--- src/tdmps_pkg.sv ---
/*
  Shared constants for the TDM switch port pin-select front end:
  register offsets, control and status field positions, frame lengths.
  Assumes a 32-bit APB register bus with byte addresses.
*/
package tdmps_pkg;
  // Register byte offsets
  localparam logic [11:0] REG_CTRL = 12'h000;
  localparam logic [11:0] REG_CHSEL = 12'h004;
  localparam logic [11:0] REG_STATUS = 12'h008;
  localparam logic [11:0] REG_DATA = 12'h00C;
  // Control field positions, register reset values and status overrun bit
  localparam int CTRL_W = 18;
  localparam int CTRL_MUX = 0;
  localparam int CTRL_RATE_LO = 1;
  localparam int CTRL_RATE_HI = 2;
  localparam int CTRL_16X8 = 3;
  localparam int CTRL_NIB = 4;
  localparam int CTRL_CLK8 = 5;
  localparam int CTRL_CONST = 6;
  localparam int CTRL_OFS_LO = 8;
  localparam int CTRL_OFS_HI = 17;
  localparam logic [17:0] CTRL_RST = 18'h00000;
  localparam logic [15:0] CHSEL_RST = 16'h0000;
  localparam int STAT_OVR = 2;
  // Stream rate codes in the control register
  localparam logic [1:0] RATE_2M = 2'h0;
  localparam logic [1:0] RATE_4M = 2'h1;
  localparam logic [1:0] RATE_8M = 2'h2;
  localparam logic [1:0] RATE_4M_8X4 = 2'h3;
  // Last bit index of a frame: 32, 64 or 128 channels of 8 bits
  localparam logic [9:0] FRAME_LAST_2M = 10'h0FF;
  localparam logic [9:0] FRAME_LAST_4M = 10'h1FF;
  localparam logic [9:0] FRAME_LAST_8M = 10'h3FF;
  // Channel capacity of the switch core
  localparam int CH_NONBLOCK = 256;
  localparam int CH_BLOCK = 512;
  // Serial clock edges a level must hold to count as frame idle
  localparam logic [3:0] IDLE_RUN = 4'h8;
  localparam int NUM_LANES = 14;
  // Frame pulse recogniser states
  typedef enum logic {SYNC_HUNT, SYNC_LOCK} tdmps_sync_t;
endpackage

--- src/tdmps_lane.sv ---
/*
  One serial input lane: shifts a stream bit on each bit tick and
  presents the finished unit (byte, or nibble in the low bits).
  Assumes bit tick and unit end come from the shared frame counter.
*/
`timescale 1ns/1ps
`default_nettype none
module tdmps_lane (
  // Clock and reset
  input wire logic clk_sys_in,
  input wire logic sys_rst_in,
  // Timing strobes
  input wire logic bit_tick_in,
  input wire logic unit_end_in,
  // Serial data
  input wire logic serial_in,
  output logic [7:0] unit_out
);
  logic [6:0] shift_r;

  // Shift in and hand over the unit at its last bit
  always_ff @(posedge clk_sys_in or posedge sys_rst_in) begin
    if (sys_rst_in) begin
      shift_r <= 7'h00;
      unit_out <= 8'h00;
    end else if (bit_tick_in) begin
      shift_r <= {shift_r[5:0], serial_in};
      if (unit_end_in) begin
        unit_out <= {shift_r, serial_in};
      end
    end
  end
endmodule
`default_nettype wire

--- src/tdmps_fifo.sv ---
/*
  Small synchronous FIFO with valid/ready on both sides.
  Assumes DEPTH is a power of two; read data comes from the array.
*/
`timescale 1ns/1ps
`default_nettype none
module tdmps_fifo #(
  parameter int WIDTH = 8,
  parameter int DEPTH = 8
) (
  // Clock and reset
  input wire logic clk_sys_in,
  input wire logic sys_rst_in,
  // Fill side
  input wire logic in_valid,
  output logic in_ready,
  input wire logic [WIDTH-1:0] in_data,
  // Drain side
  output logic out_valid,
  input wire logic out_ready,
  output logic [WIDTH-1:0] out_data
);
  localparam int AW = $clog2(DEPTH);
  logic [WIDTH-1:0] mem [DEPTH];
  logic [AW-1:0] wr_ptr_r;
  logic [AW-1:0] rd_ptr_r;
  logic [AW:0] count_r;
  wire do_wr = in_valid && in_ready;
  wire do_rd = out_valid && out_ready;

  // Honest flags from the occupancy count
  assign in_ready = (count_r != (AW+1)'(DEPTH));
  assign out_valid = (count_r != '0);
  assign out_data = mem[rd_ptr_r];

  // Storage carries no reset
  always_ff @(posedge clk_sys_in) begin
    if (do_wr) begin
      mem[wr_ptr_r] <= in_data;
    end
  end

  // Pointers and count
  always_ff @(posedge clk_sys_in or posedge sys_rst_in) begin
    if (sys_rst_in) begin
      wr_ptr_r <= '0;
      rd_ptr_r <= '0;
      count_r <= '0;
    end else begin
      if (do_wr) wr_ptr_r <= wr_ptr_r + 1'b1;
      if (do_rd) rd_ptr_r <= rd_ptr_r + 1'b1;
      if (do_wr && !do_rd) count_r <= count_r + 1'b1;
      else if (do_rd && !do_wr) count_r <= count_r - 1'b1;
    end
  end
endmodule
`default_nettype wire

--- src/tdmps_port_select.sv ---
/*
  Serial input front end of a TDM switch: frame pulse recognition,
  bit timing from the serial clock, 14 input lanes, shared pin
  selection between stream inputs and host address, host transfer
  acknowledge, and channel capture into a FIFO read over APB.
  Assumes every pin input is synchronous to clk_sys_in, and the
  serial clock is slow enough to be sampled as a level.
*/
`timescale 1ns/1ps
`default_nettype none
module tdmps_port_select import tdmps_pkg::*; #(
  parameter int FIFO_DEPTH = 8
) (
  // Clock and reset
  input wire logic clk_sys_in,
  input wire logic sys_rst_in,
  // APB slave
  input wire logic psel_in,
  input wire logic penable_in,
  input wire logic pwrite_in,
  input wire logic [11:0] paddr_in,
  input wire logic [31:0] pwdata_in,
  output logic [31:0] prdata_out,
  output logic pready_out,
  output logic pslverr_out,
  // Serial side
  input wire logic serial_clk_in,
  input wire logic frame_sync_in,
  input wire logic [5:0] serial_in_low_group_in,
  input wire logic serial_in6_or_addr6_in,
  input wire logic serial_in7_or_addr7_in,
  input wire logic [2:0] addr_low_or_serial_in_8_10_in,
  input wire logic [2:0] addr_mid_or_serial_in_11_13_in,
  output logic [13:0] stream_active_out,
  // Host bus
  input wire logic host_cs_n_in,
  input wire logic host_strobe_in,
  input wire logic host_ale_in,
  input wire logic [7:0] host_data_lines_in,
  output logic [7:0] host_addr_out,
  output logic transfer_ack_n_out,
  output logic transfer_ack_n_oe_out
);
  logic [CTRL_W-1:0] ctrl_r;
  logic [15:0] chsel_r;
  logic sel_a6_r, sel_a7_r, sel_hi_r;
  logic sclk_q_r, fs_q_r, idle_lvl_r;
  logic [3:0] run_r;
  tdmps_sync_t sync_r;
  logic [1:0] div_r;
  logic [9:0] bit_cnt_r;
  logic cap_hit_r, hold_v_r, pend_r, ovr_r, ack_r, ack_oe_r;
  logic [7:0] hold_r, pend_data_r, addr_r;
  logic [31:0] rdata_r;
  logic [NUM_LANES-1:0] lane_in;
  logic [7:0] lane_unit [NUM_LANES];
  logic fifo_in_ready, fifo_out_valid;
  logic [7:0] fifo_out_data;

  // Control fields
  wire mux_bus = ctrl_r[CTRL_MUX];
  wire [1:0] rate_cfg = ctrl_r[CTRL_RATE_HI:CTRL_RATE_LO];
  wire cfg_16x8 = ctrl_r[CTRL_16X8];
  wire nibble = ctrl_r[CTRL_NIB];
  wire clk8 = ctrl_r[CTRL_CLK8];
  wire const_dly = ctrl_r[CTRL_CONST];
  wire [9:0] offset = ctrl_r[CTRL_OFS_HI:CTRL_OFS_LO];

  // Rate level 0/1/2 for 2.048/4.096/8.192; 16x8 forces 2.048
  wire rate_is_8m = (rate_cfg == RATE_8M);
  wire rate_is_4m = (rate_cfg == RATE_4M) || (rate_cfg == RATE_4M_8X4);
  wire [1:0] rate_lvl = cfg_16x8 ? 2'h0 : rate_is_8m ? 2'h2 :
                        rate_is_4m ? 2'h1 : 2'h0;
  // Clock edges per bit: 8.192 MHz clock gives twice the 4.096 ratio
  wire [1:0] base_lvl = clk8 ? 2'h2 : 2'h1;
  wire rate_bad = (rate_lvl > base_lvl);
  wire [1:0] ratio_log = rate_bad ? 2'h0 : 2'(base_lvl - rate_lvl);
  wire [1:0] div_last = (ratio_log == 2'h2) ? 2'h3 :
                        (ratio_log == 2'h1) ? 2'h1 : 2'h0;
  wire [9:0] frame_last = (rate_lvl == 2'h2) ? FRAME_LAST_8M :
                          (rate_lvl == 2'h1) ? FRAME_LAST_4M :
                          FRAME_LAST_2M;

  // Pin functions, recomputed only from the held configuration
  always_ff @(posedge clk_sys_in or posedge sys_rst_in) begin
    if (sys_rst_in) begin
      sel_a6_r <= 1'b0;
      sel_a7_r <= 1'b0;
      sel_hi_r <= 1'b0;
    end else begin
      sel_a6_r <= !mux_bus && !cfg_16x8 &&
                  (rate_is_8m || rate_cfg == RATE_4M);
      sel_a7_r <= !mux_bus && !cfg_16x8 && rate_is_8m;
      sel_hi_r <= cfg_16x8;
    end
  end
  assign stream_active_out = {{6{sel_hi_r}}, !sel_a7_r, !sel_a6_r,
                              6'h3F};

  // Serial clock and frame pulse sampling
  wire sclk_rise = serial_clk_in && !sclk_q_r;
  wire locked = (sync_r == SYNC_LOCK);
  wire frame_start = sclk_rise && locked &&
                     (frame_sync_in != idle_lvl_r) &&
                     (fs_q_r == idle_lvl_r);

  // Pulse format is told by the idle level: high idle means an
  // active-low pulse, low idle means an active-high one
  always_ff @(posedge clk_sys_in or posedge sys_rst_in) begin
    if (sys_rst_in) begin
      sclk_q_r <= 1'b0;
      fs_q_r <= 1'b1;
      run_r <= 4'h0;
      idle_lvl_r <= 1'b1;
      sync_r <= SYNC_HUNT;
    end else begin
      sclk_q_r <= serial_clk_in;
      if (sclk_rise) begin
        fs_q_r <= frame_sync_in;
        if (frame_sync_in != fs_q_r) run_r <= 4'h0;
        else if (run_r != IDLE_RUN) run_r <= run_r + 4'h1;
        case (sync_r)
          SYNC_HUNT: begin
            if (run_r == IDLE_RUN) begin
              idle_lvl_r <= fs_q_r;
              sync_r <= SYNC_LOCK;
            end
          end
          SYNC_LOCK: begin
            if (run_r == IDLE_RUN && fs_q_r != idle_lvl_r) begin
              sync_r <= SYNC_HUNT; // Format changed, hunt again
            end
          end
          default: sync_r <= SYNC_HUNT;
        endcase
      end
    end
  end

  // Bit timing; the frame pulse reloads the programmed offset
  wire bit_tick = sclk_rise && locked && !frame_start &&
                  (div_r == div_last);
  wire unit_end = bit_tick &&
                  (nibble ? &bit_cnt_r[1:0] : &bit_cnt_r[2:0]);
  always_ff @(posedge clk_sys_in or posedge sys_rst_in) begin
    if (sys_rst_in) begin
      div_r <= 2'h0;
      bit_cnt_r <= 10'h000;
    end else if (frame_start) begin
      div_r <= 2'h0;
      bit_cnt_r <= offset & frame_last;
    end else if (sclk_rise) begin
      div_r <= (div_r == div_last) ? 2'h0 : div_r + 2'h1;
      if (bit_tick) begin
        bit_cnt_r <= (bit_cnt_r == frame_last) ? 10'h000 :
                     bit_cnt_r + 10'h001;
      end
    end
  end

  // Lanes; shared pins feed lanes whether or not they are streams
  assign lane_in = {addr_mid_or_serial_in_11_13_in,
                    addr_low_or_serial_in_8_10_in,
                    serial_in7_or_addr7_in, serial_in6_or_addr6_in,
                    serial_in_low_group_in};
  for (genvar i = 0; i < NUM_LANES; i++) begin : g_lane
    tdmps_lane u_lane (
      .clk_sys_in(clk_sys_in),
      .sys_rst_in(sys_rst_in),
      .bit_tick_in(bit_tick),
      .unit_end_in(unit_end),
      .serial_in(lane_in[i]),
      .unit_out(lane_unit[i])
    );
  end

  // Channel match; unit index spans 256 nibbles or 128 bytes
  wire [3:0] sel_stream = chsel_r[3:0];
  wire stream_ok = (sel_stream < 4'(NUM_LANES)) &&
                   stream_active_out[sel_stream];
  wire [7:0] unit_idx = nibble ? bit_cnt_r[9:2] :
                        {1'b0, bit_cnt_r[9:3]};
  wire cap_hit = unit_end && stream_ok && (unit_idx == chsel_r[15:8]);
  wire [7:0] cap_data = nibble ? {4'h0, lane_unit[sel_stream][3:0]} :
                        lane_unit[sel_stream];
  // Constant delay releases at the next frame, variable at once
  wire push_req = const_dly ? (frame_start && hold_v_r) : cap_hit_r;
  wire [7:0] push_data = const_dly ? hold_r : cap_data;

  // Lane units settle one cycle after unit end, so capture waits
  always_ff @(posedge clk_sys_in or posedge sys_rst_in) begin
    if (sys_rst_in) begin
      cap_hit_r <= 1'b0;
      hold_v_r <= 1'b0;
      hold_r <= 8'h00;
    end else begin
      cap_hit_r <= cap_hit;
      if (cap_hit_r && const_dly) begin
        hold_r <= cap_data;
        hold_v_r <= 1'b1;
      end else if (frame_start) begin
        hold_v_r <= 1'b0;
      end
    end
  end

  // Pending word waits while the FIFO is full; a capture then is dropped and sets overrun
  always_ff @(posedge clk_sys_in or posedge sys_rst_in) begin
    if (sys_rst_in) begin
      pend_r <= 1'b0;
      pend_data_r <= 8'h00;
    end else if (push_req && (!pend_r || fifo_in_ready)) begin
      pend_r <= 1'b1;
      pend_data_r <= push_data;
    end else if (fifo_in_ready) begin
      pend_r <= 1'b0;
    end
  end
  wire ovr_set = push_req && pend_r && !fifo_in_ready;

  // APB decode; one wait state so read data comes from a flop
  wire apb_acc = psel_in && penable_in;
  wire apb_done = apb_acc && ack_r;
  wire hit_ctrl = (paddr_in == REG_CTRL);
  wire hit_chsel = (paddr_in == REG_CHSEL);
  wire hit_stat = (paddr_in == REG_STATUS);
  wire hit_data = (paddr_in == REG_DATA);
  wire hit_any = hit_ctrl || hit_chsel || hit_stat || hit_data;
  wire wr_ctrl = apb_done && pwrite_in && hit_ctrl;
  wire wr_chsel = apb_done && pwrite_in && hit_chsel;
  wire wr_stat = apb_done && pwrite_in && hit_stat;
  wire pop = apb_done && !pwrite_in && hit_data;
  wire [31:0] status_w = {23'h0, rate_bad, sel_hi_r, sel_a7_r,
                          sel_a6_r, !fifo_in_ready, !fifo_out_valid,
                          ovr_r, locked, !idle_lvl_r};
  wire [31:0] rd_mux = hit_ctrl ? {14'h0, ctrl_r} :
                       hit_chsel ? {16'h0, chsel_r} :
                       hit_stat ? status_w :
                       hit_data ? {24'h0, fifo_out_data} : 32'h0;
  assign pready_out = apb_done;
  assign pslverr_out = apb_done && !hit_any;
  assign prdata_out = rdata_r;

  // Bus handshake and read data
  always_ff @(posedge clk_sys_in or posedge sys_rst_in) begin
    if (sys_rst_in) begin
      ack_r <= 1'b0;
      rdata_r <= 32'h0;
    end else begin
      ack_r <= apb_acc && !ack_r;
      if (apb_acc && !ack_r) rdata_r <= rd_mux;
    end
  end

  // Registers; overrun set wins over a write-one clear
  always_ff @(posedge clk_sys_in or posedge sys_rst_in) begin
    if (sys_rst_in) begin
      ctrl_r <= CTRL_RST;
      chsel_r <= CHSEL_RST;
      ovr_r <= 1'b0;
    end else begin
      if (wr_ctrl) ctrl_r <= pwdata_in[CTRL_W-1:0];
      if (wr_chsel) chsel_r <= pwdata_in[15:0];
      if (ovr_set) ovr_r <= 1'b1;
      else if (wr_stat && pwdata_in[STAT_OVR]) ovr_r <= 1'b0;
    end
  end

  tdmps_fifo #(.WIDTH(8), .DEPTH(FIFO_DEPTH)) u_fifo (
    .clk_sys_in(clk_sys_in),
    .sys_rst_in(sys_rst_in),
    .in_valid(pend_r),
    .in_ready(fifo_in_ready),
    .in_data(pend_data_r),
    .out_valid(fifo_out_valid),
    .out_ready(pop),
    .out_data(fifo_out_data)
  );

  // Host address: latched from data lines or taken from shared pins
  always_ff @(posedge clk_sys_in or posedge sys_rst_in) begin
    if (sys_rst_in) begin
      addr_r <= 8'h00;
    end else if (mux_bus) begin
      if (host_ale_in) addr_r <= host_data_lines_in;
    end else begin
      addr_r <= {sel_a7_r & serial_in7_or_addr7_in,
                 sel_a6_r & serial_in6_or_addr6_in,
                 addr_mid_or_serial_in_11_13_in & {3{!sel_hi_r}},
                 addr_low_or_serial_in_8_10_in &
                 {3{!sel_hi_r}}};
    end
  end
  assign host_addr_out = addr_r;

  // Acknowledge drives low from the selected strobe until chip select releases
  always_ff @(posedge clk_sys_in or posedge sys_rst_in) begin
    if (sys_rst_in) begin
      ack_oe_r <= 1'b0;
    end else if (host_cs_n_in) begin
      ack_oe_r <= 1'b0;
    end else if (host_strobe_in) begin
      ack_oe_r <= 1'b1;
    end
  end
  assign transfer_ack_n_out = 1'b0; // Open drain, only pulls low
  assign transfer_ack_n_oe_out = ack_oe_r;

  // Checks
  chk_a6_select: assert property (@(posedge clk_sys_in)
    disable iff (sys_rst_in) ##1 sel_a6_r == (!$past(mux_bus) &&
    !$past(cfg_16x8) && ($past(rate_cfg) == RATE_8M ||
    $past(rate_cfg) == RATE_4M)))
    else $error("pin 6 function wrong");
  chk_a7_select: assert property (@(posedge clk_sys_in)
    disable iff (sys_rst_in) sel_a7_r |-> sel_a6_r &&
    !stream_active_out[7])
    else $error("pin 7 address without pin 6");
  chk_low_pins: assert property (@(posedge clk_sys_in)
    disable iff (sys_rst_in) (sel_hi_r && !mux_bus) |=>
    host_addr_out[5:0] == 6'h00)
    else $error("stream pins leaked into address");
  chk_pin_static: assert property (@(posedge clk_sys_in)
    disable iff (sys_rst_in) $stable(ctrl_r) |=>
    $stable({sel_a6_r, sel_a7_r, sel_hi_r}))
    else $error("pin function moved without config change");
  chk_ack_release: assert property (@(posedge clk_sys_in)
    disable iff (sys_rst_in) host_cs_n_in |=>
    !transfer_ack_n_oe_out)
    else $error("acknowledge held without select");
  chk_ack_drive: assert property (@(posedge clk_sys_in)
    disable iff (sys_rst_in) (!host_cs_n_in && host_strobe_in)
    |=> transfer_ack_n_oe_out && !transfer_ack_n_out)
    else $error("acknowledge not driven low");
  chk_mux_latch: assert property (@(posedge clk_sys_in)
    disable iff (sys_rst_in) (mux_bus && host_ale_in) |=>
    host_addr_out == $past(host_data_lines_in))
    else $error("multiplexed address not latched");
  chk_frame_wrap: assert property (@(posedge clk_sys_in)
    disable iff (sys_rst_in) bit_cnt_r <= frame_last)
    else $error("bit count beyond frame");
  chk_offset_load: assert property (@(posedge clk_sys_in)
    disable iff (sys_rst_in) frame_start |=>
    bit_cnt_r == ($past(offset) & $past(frame_last)))
    else $error("frame offset not applied");
  chk_const_delay: assert property (@(posedge clk_sys_in)
    disable iff (sys_rst_in) (const_dly && push_req) |->
    frame_start)
    else $error("constant delay pushed mid frame");
  chk_sync_format: assert property (@(posedge clk_sys_in)
    disable iff (sys_rst_in) frame_start |-> locked &&
    $past(fs_q_r) == idle_lvl_r)
    else $error("frame start without recognised format");
  cov_gci: cover property (@(posedge clk_sys_in)
    disable iff (sys_rst_in) frame_start && !idle_lvl_r);
  cov_capture: cover property (@(posedge clk_sys_in)
    disable iff (sys_rst_in) pop && fifo_out_valid);
  cov_overrun: cover property (@(posedge clk_sys_in)
    disable iff (sys_rst_in) ovr_set);
endmodule
`default_nettype wire

--- config.mk ---
export PLATFORM = sky130hd
export DESIGN_NAME = tdmps_port_select
export DESIGN_NICKNAME = d
export VERILOG_FILES = /design/src/tdmps_pkg.sv /design/src/tdmps_lane.sv /design/src/tdmps_fifo.sv /design/src/tdmps_port_select.sv
export SDC_FILE = /design/constraint.sdc
export NUM_CORES = 1
export LEC_CHECK = 0
export BUFFER_PORTS_ARGS = -buffer_cell sky130_fd_sc_hd__buf_2
export CAP_MARGIN = 20
export CORE_AREA = 2 2 199 142
export DETAILED_ROUTE_END_ITERATION = 16
export DIE_AREA = 0 0 201 144
export GPL_ROUTABILITY_DRIVEN = 0
export GPL_TIMING_DRIVEN = 0
export PLACE_DENSITY = 0.83
export SLEW_MARGIN = 20
export SYNTH_ARGS = -nofsm -noshare
export SYNTH_HDL_FRONTEND = slang
export SYNTH_SLANG_ARGS = --single-unit
--- constraint.sdc ---
create_clock -name clk_sys_in -period 16.4 [get_ports clk_sys_in]
set_clock_uncertainty 0.2 [all_clocks]
set_input_delay 2.46 -clock clk_sys_in [delete_from_list [all_inputs] [get_ports clk_sys_in]]
set_output_delay 2.46 -clock clk_sys_in [all_outputs]
set_load 0.01 [all_outputs]
* Word level (Yosys, flattened, before mapping)
Memories as Yosys holds them, arrays and structs flattened.
Index checks and enable logic that the tools add are counted.
** Word-level totals
- Word-level logic and storage cells :: 215
- Bits of input ports :: 76
- Bits in read-only memories :: 0
- Memories :: 1
- Bits in registers :: 339
- Output and inout bits :: 58
- Latch bits :: 0
- Memory bits (writable) :: 64
** Memories
- u_fifo.mem :: words 8, bits a word 8, read ports 1, clocked after Yosys merged registers in 0, write ports 1, line tdmps_fifo.sv:24 : logic [WIDTH-1:0] mem [DEPTH];
** Operators by class
- Bitwise operators :: 7
- Mux-type cells :: 49
- Order comparisons :: 4
- $mul :: 0
- Shift-type cells :: 0
- Eq/ne operators :: 21
- Add/subtract/negate cells :: 8
- Divide/modulo/power cells :: 0
- Reductions and logical operators :: 72
** Operator list (count)
- 8-bit two-way mux :: 8
- 10-bit two-way mux :: 5
- 1-bit logical AND :: 34
- 8-bit binary-select mux with 4-bit select :: 1
- 12-bit by 4-bit == test with 1-bit output (second input constant) :: 2
- 18-bit two-way mux :: 1
- 9-bit two-way mux :: 2
- 1-bit two-way mux :: 17
- 1-bit logical NOT :: 16
- 16-bit two-way mux :: 1
- 2-bit two-way mux :: 8
- 4-bit two-way mux :: 4
- 2-bit nonzero test :: 8
- 12-bit by 3-bit == test with 1-bit output (second input constant) :: 1
- 12-bit logical NOT :: 1
- 10-bit by 1-bit adder with 10-bit output (second input constant) :: 1
- 10-bit bitwise AND :: 1
- 10-bit == test :: 1
- 4-bit by 1-bit adder with 4-bit output (second input constant) :: 2
- 2-bit == test (second input constant) :: 4
- 8-bit == test :: 1
- 4-bit inequality test (second input constant) :: 2
- 2-bit AND reduction :: 4
- 3-bit by 1-bit adder with 3-bit output (second input constant) :: 2
- other kinds (22) :: 34

* Longest topological paths before layout
Gate-level depths: netlist of run 1.
- Depth after elaboration :: 15
- Mapped depth :: 16
- Mapped depth without buffers :: 14

* Hierarchy
From an unflattened synthesis of run 1, not the netlist that was laid out.
** Unflattened totals
- Cell total of the unflattened synthesis :: 1276
- Area total of the unflattened synthesis :: 18163.7 µm²
** By module, submodules not included
- tdmps_lane :: instances 14, cells each 33, area an instance 609.3 µm²
- tdmps_port_select :: instances 1, cells each 658, area an instance 6520.0 µm²
- tdmps_fifo :: instances 1, cells each 156, area an instance 3113.0 µm²

* Worst setup path before layout of run 1
No wires, ideal clock.
- Kind :: in2out
- Start point :: in paddr_in[7]
- End point :: out pslverr_out
- Stages on the path :: 4
- Slack :: 10.407 ns
- Required time :: 13.740 ns
- Arrival time :: 3.333 ns
- Path through :: nor4_2 -> nand3_2 -> clkbuf_1 -> and2_1
** On the way
- Longest elaborated chain between the ends :: 6
- Elaborated cells between the ends (all ways) :: 9
- Classes of those cells :: eq/ne: 3; reduce/logical: 6
** Ends and longest elaborated chain
- start, declared :: line tdmps_port_select.sv:21 : input wire logic [11:0] paddr_in,
- 12-bit by 3-bit == test with 1-bit output / 12-bit logical NOT (equally long branches) :: line tdmps_port_select.sv:225, tdmps_port_select.sv:224
- 1-bit logical OR (2 in a row) :: line tdmps_port_select.sv:228 : wire hit_any = hit_ctrl || hit_chsel || hit_stat || hit_data;
- 1-bit logical OR * :: line tdmps_port_select.sv:228
- 1-bit logical NOT * :: line tdmps_port_select.sv:241 : assign pslverr_out = apb_done && !hit_any;
- 1-bit logical AND * :: line tdmps_port_select.sv:241
- end, declared :: line tdmps_port_select.sv:25 : output logic pslverr_out,
Every way passes the cells marked *; elsewhere a longest branch is shown, timed or not.

* Final worst setup path of run 1
Ends and elaborated chain as after synthesis.

==> impl_metrics.env, run 1 <==
export IMPL_die_area_um2=28940
export IMPL_htreeDepth=2
export IMPL_clk_latency_ns=0.53
export IMPL_grt_pass1_vias=11090
export IMPL_synth_top_cell_area_share_pct=46.65
export IMPL_path_class="in -> out"
export IMPL_grt_pass1_wl_um=61470
export IMPL_ys_seq_area_share_pct=58.04
export IMPL_cts_buffer_depth=3
export IMPL_synth_edf_count=64
export IMPL_post_cts_setup_buffers=0
export IMPL_power_mw=2.816
export IMPL_ioPinCount=134
export IMPL_drt_wl_total_um=39500
export IMPL_drive_above_1_share_pct=29.15
export IMPL_synth_avg_cell_area_um2=13.55
export IMPL_ctsHoldBuffers=0
export IMPL_fin_crit_ns=6.446
export IMPL_hold_start="prdata_out[16]"
export IMPL_final_cell_mix="323 x dfrtp_1, 163 x mux2_2, 114 x buf_2"
export IMPL_drc=0
export IMPL_finalMaxSlewViolations=0
export IMPL_dr_pass1_iters=7
export IMPL_dp_cells=1768
export IMPL_hold_class="reg -> reg"
export IMPL_fin_nets=1530
export IMPL_synth_compound_area_share_pct=6.744
export IMPL_wl_per_cell_um=21.52
export IMPL_synth_xor_area_share_pct=1.061
export IMPL_startpoint="paddr_in[7]"
export IMPL_mostFrequentLayoutCell="dfrtp_1"
export IMPL_start_util_pct=63.59
export IMPL_clk_pin_slew_worst_paths_ns=0.07
export IMPL_grt_overflow=0
export IMPL_fill_cells=1812
export IMPL_grt_max_degree=108
export IMPL_core_um2=27250
export IMPL_cts_root_buf="clkbuf_16"
export IMPL_place_hpwl_um=27500
export IMPL_crit_required_ns=13.74
export IMPL_start_kind="input port"
export IMPL_row_count=51
export IMPL_ys_async_sr_fraction_pct=83.55
export IMPL_vdd_drop_max_mv=0.09446
export IMPL_track_usage_pct=27.58
export IMPL_drv_cap=0
export IMPL_synthSimpleGateAreaFrac_pct=6.434
export IMPL_cts_tree="done"
export IMPL_period_share_pct=39.31
export IMPL_rsz0062_at_grt="no"
export IMPL_yosys_area_top_type="dfrtp_1"
export IMPL_syn_to_final_growth_pct=13.95
export IMPL_hold_viol=0
export IMPL_antenna_found_initial=0
export IMPL_setup_tns_ns=0
export IMPL_finalSetupViolations=0
export IMPL_clock_fmax_mhz=155.1
export IMPL_holdPathStages=2
export IMPL_synth_top_family_by_area="multiplexers"
export IMPL_crit_fanout=10
export IMPL_ys_flop_type="dfrtp_1"
export IMPL_critPathArrivalTime_ns=3.79
export IMPL_reg2reg_from="ctrl_r[1]"
export IMPL_cts_buffers=38
export IMPL_design_area_um2=19750
export IMPL_synth_cell_types=65
export IMPL_final_setup_worst_slack_ns=9.954
export IMPL_cts_sinks=389
export IMPL_power_leakage_nw=8.941
export IMPL_syn_inst=1279
export IMPL_relSlewSlack_pct=38.36
export IMPL_portBuffers=95
export IMPL_die_h_um=144
export IMPL_stdcell_count=1836
export IMPL_vias=10940
export IMPL_status="finished clean"
export IMPL_endpoint_kind="output pin"
export IMPL_drtIter0Drc=912
export IMPL_synth_area_leaders="dfrtp_1 47%, edfxtp_1 11%, mux2_2 11%"
export IMPL_post_place_ws_ns=9.950
export IMPL_drtAntennaViolNets=0
export IMPL_netlist_area_um2=17330
export IMPL_muxShareOfSynthArea_pct=22.01
export IMPL_post_cts_resized=0
export IMPL_vias_per_cell=5.960
export IMPL_worstMarginPinSlew_ns=0.9013
export IMPL_placed_area_um2=18460
export IMPL_antennaDiodeCount=0
export IMPL_ys_ff_latch=389
export IMPL_die_w_um=201
export IMPL_ys_warn_count=0
export IMPL_worst_r2r_path_depth=15
export IMPL_power_density_nw_per_um2=142.6
export IMPL_synth_fa_ha_area_share_pct=1.314
[path summary, 6_finish.rpt]
path                                                 to  slack, ns
hold reg to reg                          prdata_out[16]       0.27
max in group asynchronous  g_lane[10].u_lane.shift_r[0]      13.07
min in group asynchronous            u_fifo.rd_ptr_r[1]       1.75
setup reg to reg                              cap_hit_r      12.37
setup / recovery                            pslverr_out       9.95
hold / removal                           prdata_out[16]       0.27
[per-stage QoR]
stage	util [%]	hold slack, ns
6_report	72.47	0.2655
5_1_grt	72.47	0.3044
4_1_cts	72.47	0.2660
3_5_place_dp	67.75	0.2513
3_3_place_gp	67.31	0.2486
2_1_floorplan	-	0.2225
[cell type report]
class | instances | area, um^2 | area share, %
flip-flops and latches | 389 | 10060 | 50.93
plain buffers | 98 | 660.6 | 3.346
well taps | 371 | 464.2 | 2.351
clock inverters | 7 | 116.4 | 0.5893
multi-input cells | 786 | 6614 | 33.50
clock buffers | 61 | 1169 | 5.919
repair buffers | 99 | 563.0 | 2.852
inverters | 25 | 101.3 | 0.5133
[Yosys cell counts, drive strengths merged, types with 6 or more instances]
library cell  instances
a21oi                35
clkbuf               28
nand2                79
a22oi                23
mux2                256
a21o                 16
mux4                 16
o31ai                11
buf                  70
dfrtp               323
nor3                 10
mux2i                57
nor2b                15
and2                  6
xor2                  7
a32oi                 7
nand2b               16
xnor2                14
edfxtp               64
o22ai                 6
ha                   15
o21ai                50
nor2                 37
nand3                19
nor4                  8
inv                  25
a211oi                6
[power by group]
group | internal, mW | total (mW) | switching (mW)
sequential | 1.23 | 1.42 | 0.187
clock | 0.536 | 0.899 | 0.363
combinational | 0.281 | 0.496 | 0.215
[state kept, by name, indices dropped and copies added, names as in the netlist, 10 cells and up]
| name | cells |
|---|---|
| g_lane.u_lane.unit_out | 112 |
| g_lane.u_lane.shift_r | 98 |
| u_fifo.mem | 64 |
| ctrl_r | 18 |
| prdata_out | 18 |
| chsel_r | 16 |
| bit_cnt_r | 10 |
[routing by layer]
layer | routed length, um | up-vias | track usage, %
met5 | 0 | - | 0
met4 | 809 | 0 | 7.446
met3 | 2104 | 65 | 4.191
met2 | 18500 | 324 | 43.85
met1 | 18090 | 5659 | 40.39
li1 | - | 4895 | -
[cell families (layout without fill, tap and decap cells)]
family,after synthesis,count (layout)
other,2,21
flip-flops,389,389
buffers and inverters,123,290
AO/OA/AOI/OAI,180,180
AND/OR/NAND/NOR,218,218
multiplexers,329,329
adder cells (fa/ha/maj),17,17
XOR/XNOR,21,21
[critical path, cell delays in order]
cell	delay (ns)
buf_2	0.10
nor4_2	0.28
nand3_2	0.25
clkbuf_1	0.32
and2_1	0.24
buf_2	0.13
No activity file was read; power rests on OpenSTA's default activity.
==> inputs of run 2 (changes only) <==
--- a/config.mk
+++ b/config.mk
@@ -5,14 +5,15 @@
 export SDC_FILE = /design/constraint.sdc
 export NUM_CORES = 1
 export LEC_CHECK = 0
+export ABC_AREA = 1
 export BUFFER_PORTS_ARGS = -buffer_cell sky130_fd_sc_hd__buf_2
 export CAP_MARGIN = 20
-export CORE_AREA = 2 2 199 142
+export CORE_AREA = 2 2 220 157
 export DETAILED_ROUTE_END_ITERATION = 16
-export DIE_AREA = 0 0 201 144
+export DIE_AREA = 0 0 222 159
 export GPL_ROUTABILITY_DRIVEN = 0
 export GPL_TIMING_DRIVEN = 0
-export PLACE_DENSITY = 0.83
+export PLACE_DENSITY = 0.75
 export SLEW_MARGIN = 20
 export SYNTH_ARGS = -nofsm -noshare
 export SYNTH_HDL_FRONTEND = slang
==> constraint.sdc (replaced) <==
create_clock -name clk_sys_in -period 5.7 [get_ports clk_sys_in]
set_clock_uncertainty 0.2 [all_clocks]
set_input_delay 0.855 -clock clk_sys_in [delete_from_list [all_inputs] [get_ports clk_sys_in]]
set_output_delay 0.855 -clock clk_sys_in [all_outputs]
set_load 0.01 [all_outputs]
==> impl_metrics.env, run 2 <==
export IMPL_syn_inst=2122
export IMPL_worstMarginPinSlew_ns=0.9653
export IMPL_yosysMostFrequentCell="nand2_1"
export IMPL_rsz0062_at_grt="no"
export IMPL_ioPinCount=134
export IMPL_finalSetupViolations=0
export IMPL_endpoint_kind="flop"
export IMPL_hold_class="in -> async"
export IMPL_fin_nets=2382
export IMPL_path_class="reg -> reg"
export IMPL_die_h_um=159
export IMPL_track_usage_pct=28.34
export IMPL_netlist_area_um2=18030
export IMPL_post_cts_resized=0
export IMPL_vdd_drop_max_mv=0.2251
export IMPL_die_w_um=222
export IMPL_final_setup_worst_slack_ns=1.687
export IMPL_ys_warn_count=0
export IMPL_ys_async_sr_fraction_pct=83.55
export IMPL_power_leakage_nw=9.863
export IMPL_hold_viol=0
export IMPL_relSlewSlack_pct=35.41
export IMPL_ys_ff_latch=389
export IMPL_clock_fmax_mhz=249.2
export IMPL_critPathArrivalTime_ns=4.19
export IMPL_fin_crit_ns=4.013
export IMPL_cts_buffers=38
export IMPL_top_regs="g_lane.u_lane.unit_out (112), g_lane.u_lane.shift_r (98), u_fifo.mem (64)"
export IMPL_drtIter0Drc=1607
export IMPL_multiInputGateArea_um2=6232
export IMPL_status="finished clean"
export IMPL_grt_overflow=0
export IMPL_regArea_um2=10060
export IMPL_yosys_area_top_type="dfrtp_1"
export IMPL_cts_buffer_depth=3
export IMPL_drv_cap=0
export IMPL_synth_edf_count=64
export IMPL_vias_per_cell=5.485
export IMPL_ys_seq_area_share_pct=55.79
export IMPL_post_cts_setup_buffers=0
export IMPL_fill_cells=2830
export IMPL_power_density_nw_per_um2=311.8
export IMPL_htreeDepth=2
export IMPL_ys_flop_type="dfrtp_1"
export IMPL_regMostFlops="g_lane.u_lane.unit_out"
export IMPL_dr_pass1_iters=6
export IMPL_syn_to_final_growth_pct=13.83
export IMPL_grt_pass1_vias=14330
export IMPL_core_um2=33140
export IMPL_cts_sinks=389
export IMPL_die_area_um2=35300
export IMPL_start_util_pct=54.39
export IMPL_vias=15080
export IMPL_mostFrequentLayoutCell="nand2_1"
export IMPL_grt_max_degree=36
export IMPL_finalMaxSlewViolations=0
export IMPL_synth_cell_types=44
export IMPL_grt_pass1_wl_um=78400
export IMPL_clk_pin_slew_worst_paths_ns=0.06
export IMPL_crit_fanout=10
export IMPL_synth_area_leaders="dfrtp_1 45%, nand2_1 13%, edfxtp_1 11%"
export IMPL_clk_latency_ns=0.54
export IMPL_antenna_found_initial=1
export IMPL_place_hpwl_um=35840
export IMPL_power_mw=6.399
export IMPL_wl_per_cell_um=17.92
export IMPL_synth_avg_cell_area_um2=8.495
export IMPL_row_count=56
export IMPL_design_area_um2=20520
export IMPL_yosys_top_cells_count="632 x nand2_1, 323 x dfrtp_1, 267 x inv_1, 197 x o21ai_0, 168 x nand3_1"
export IMPL_synth_top_cell_area_share_pct=44.84
export IMPL_stdcell_count=2749
export IMPL_crit_required_ns=5.88
export IMPL_cts_root_buf="clkbuf_16"
export IMPL_cts_tree="done"
export IMPL_antennaDiodeCount=0
export IMPL_dp_cells=2684
export IMPL_post_place_ws_ns=1.747
export IMPL_drt_wl_total_um=49260
export IMPL_ctsHoldBuffers=0
export IMPL_start_kind="flop"
export IMPL_drtAntennaViolNets=0
export IMPL_portBuffers=98
export IMPL_placed_area_um2=19340
export IMPL_final_cell_mix="632 x nand2_1, 323 x dfrtp_1, 266 x inv_1"
export IMPL_period_share_pct=70.40
export IMPL_drc=0
export IMPL_drive_above_1_share_pct=12.14
export IMPL_largest_register_ffs=112
-- run 2: cell count changes after synthesis, sizes merged, moves of 22 or more --
cell / delta
inv: +246
nand2: +558
mux2i: -57
clkbuf: +22
nor2: +91
mux2: -256
o21ai: +234
nand3: +149
-- run 2: logic make-up (layout without fill, tap and decap cells) --
logic type / count (synthesis) / after routing / share of synthesized area (%)
compound gates: 327 / 327 / 9.828
xor+xnor: 19 / 19 / 0.9231
fa+ha+maj: 17 / 17 / 1.263
buf+inv: 401 / 574 / 10.04
flops: 389 / 389 / 55.79
other cells: 2 / 21 / 0.04166
simple gates: 967 / 967 / 22.12
-- run 2: layout make-up --
type | count | share of cell area, %
multi-input combinational | 1351 | 30.37
inverter | 274 | 5.067
timing repair buffer | 108 | 3.366
sequential | 389 | 49.01
clock inverter | 15 | 0.6098
clock buffer | 50 | 5.152
buffer | 127 | 3.768
tap | 435 | 2.652
-- run 2: metal layers --
layer | vias to the layer above | wire length, um | GRT usage [%]
met1 | 7278 | 22220 | 42.34
met2 | 673 | 21310 | 42.01
met3 | 107 | 4380 | 5.702
met5 | - | 9 | 0
met4 | 2 | 1341 | 8.600
li1 | 7017 | - | -
-- run 2: worst paths after layout --
path / startpoint / endpoint / slack (ns) / cells past startpoint
max in group asynchronous: sys_rst_in / g_lane[6].u_lane.unit_out[3] / 3.86 / 6
worst min-delay path: sys_rst_in / g_lane[9].u_lane.unit_out[2] / 0.18 / 2
worst max-delay path: ctrl_r[1] / g_lane[11].u_lane.shift_r[0] / 1.69 / 16
worst max register to register: ctrl_r[1] / g_lane[11].u_lane.shift_r[0] / 1.69 / 16
min in group clk_sys_in: serial_clk_in / sclk_q_r / 0.24 / 1
worst min register to register: hold_v_r / hold_v_r / 0.27 / 2
-- run 2: power by group --
group / total, mW / internal (mW) / switching (mW)
clock: 2.45 / 1.39 / 1.05
combinational: 0.745 / 0.266 / 0.479
sequential: 3.21 / 3.06 / 0.148
-- run 2: metrics by stage --
step,TNS (ns),hold slack [ns],util [%]
after floorplan,0,0.2351,-
after global placement,-485.23,0.2525,57.74
after detailed placement,0,0.2574,58.35
after CTS,0,0.1858,61.91
after global routing,0,0.2201,61.91
final,0,0.1806,61.91
-- run 2: critical path: stages (launching register included) --
cell,delay (ns)
dfrtp_1,0.43
inv_1,0.07
ha_1,0.21
nor3_1,0.30
ha_1,0.22
inv_1,0.06
fa_1,0.45
nand2_1,0.07
inv_1,0.04
ha_1,0.29
xor2_1,0.13
nand2_1,0.14
nor2_4,0.19
nand2_4,0.09
inv_6,0.14
clkbuf_1,0.62
o21ai_0,0.19
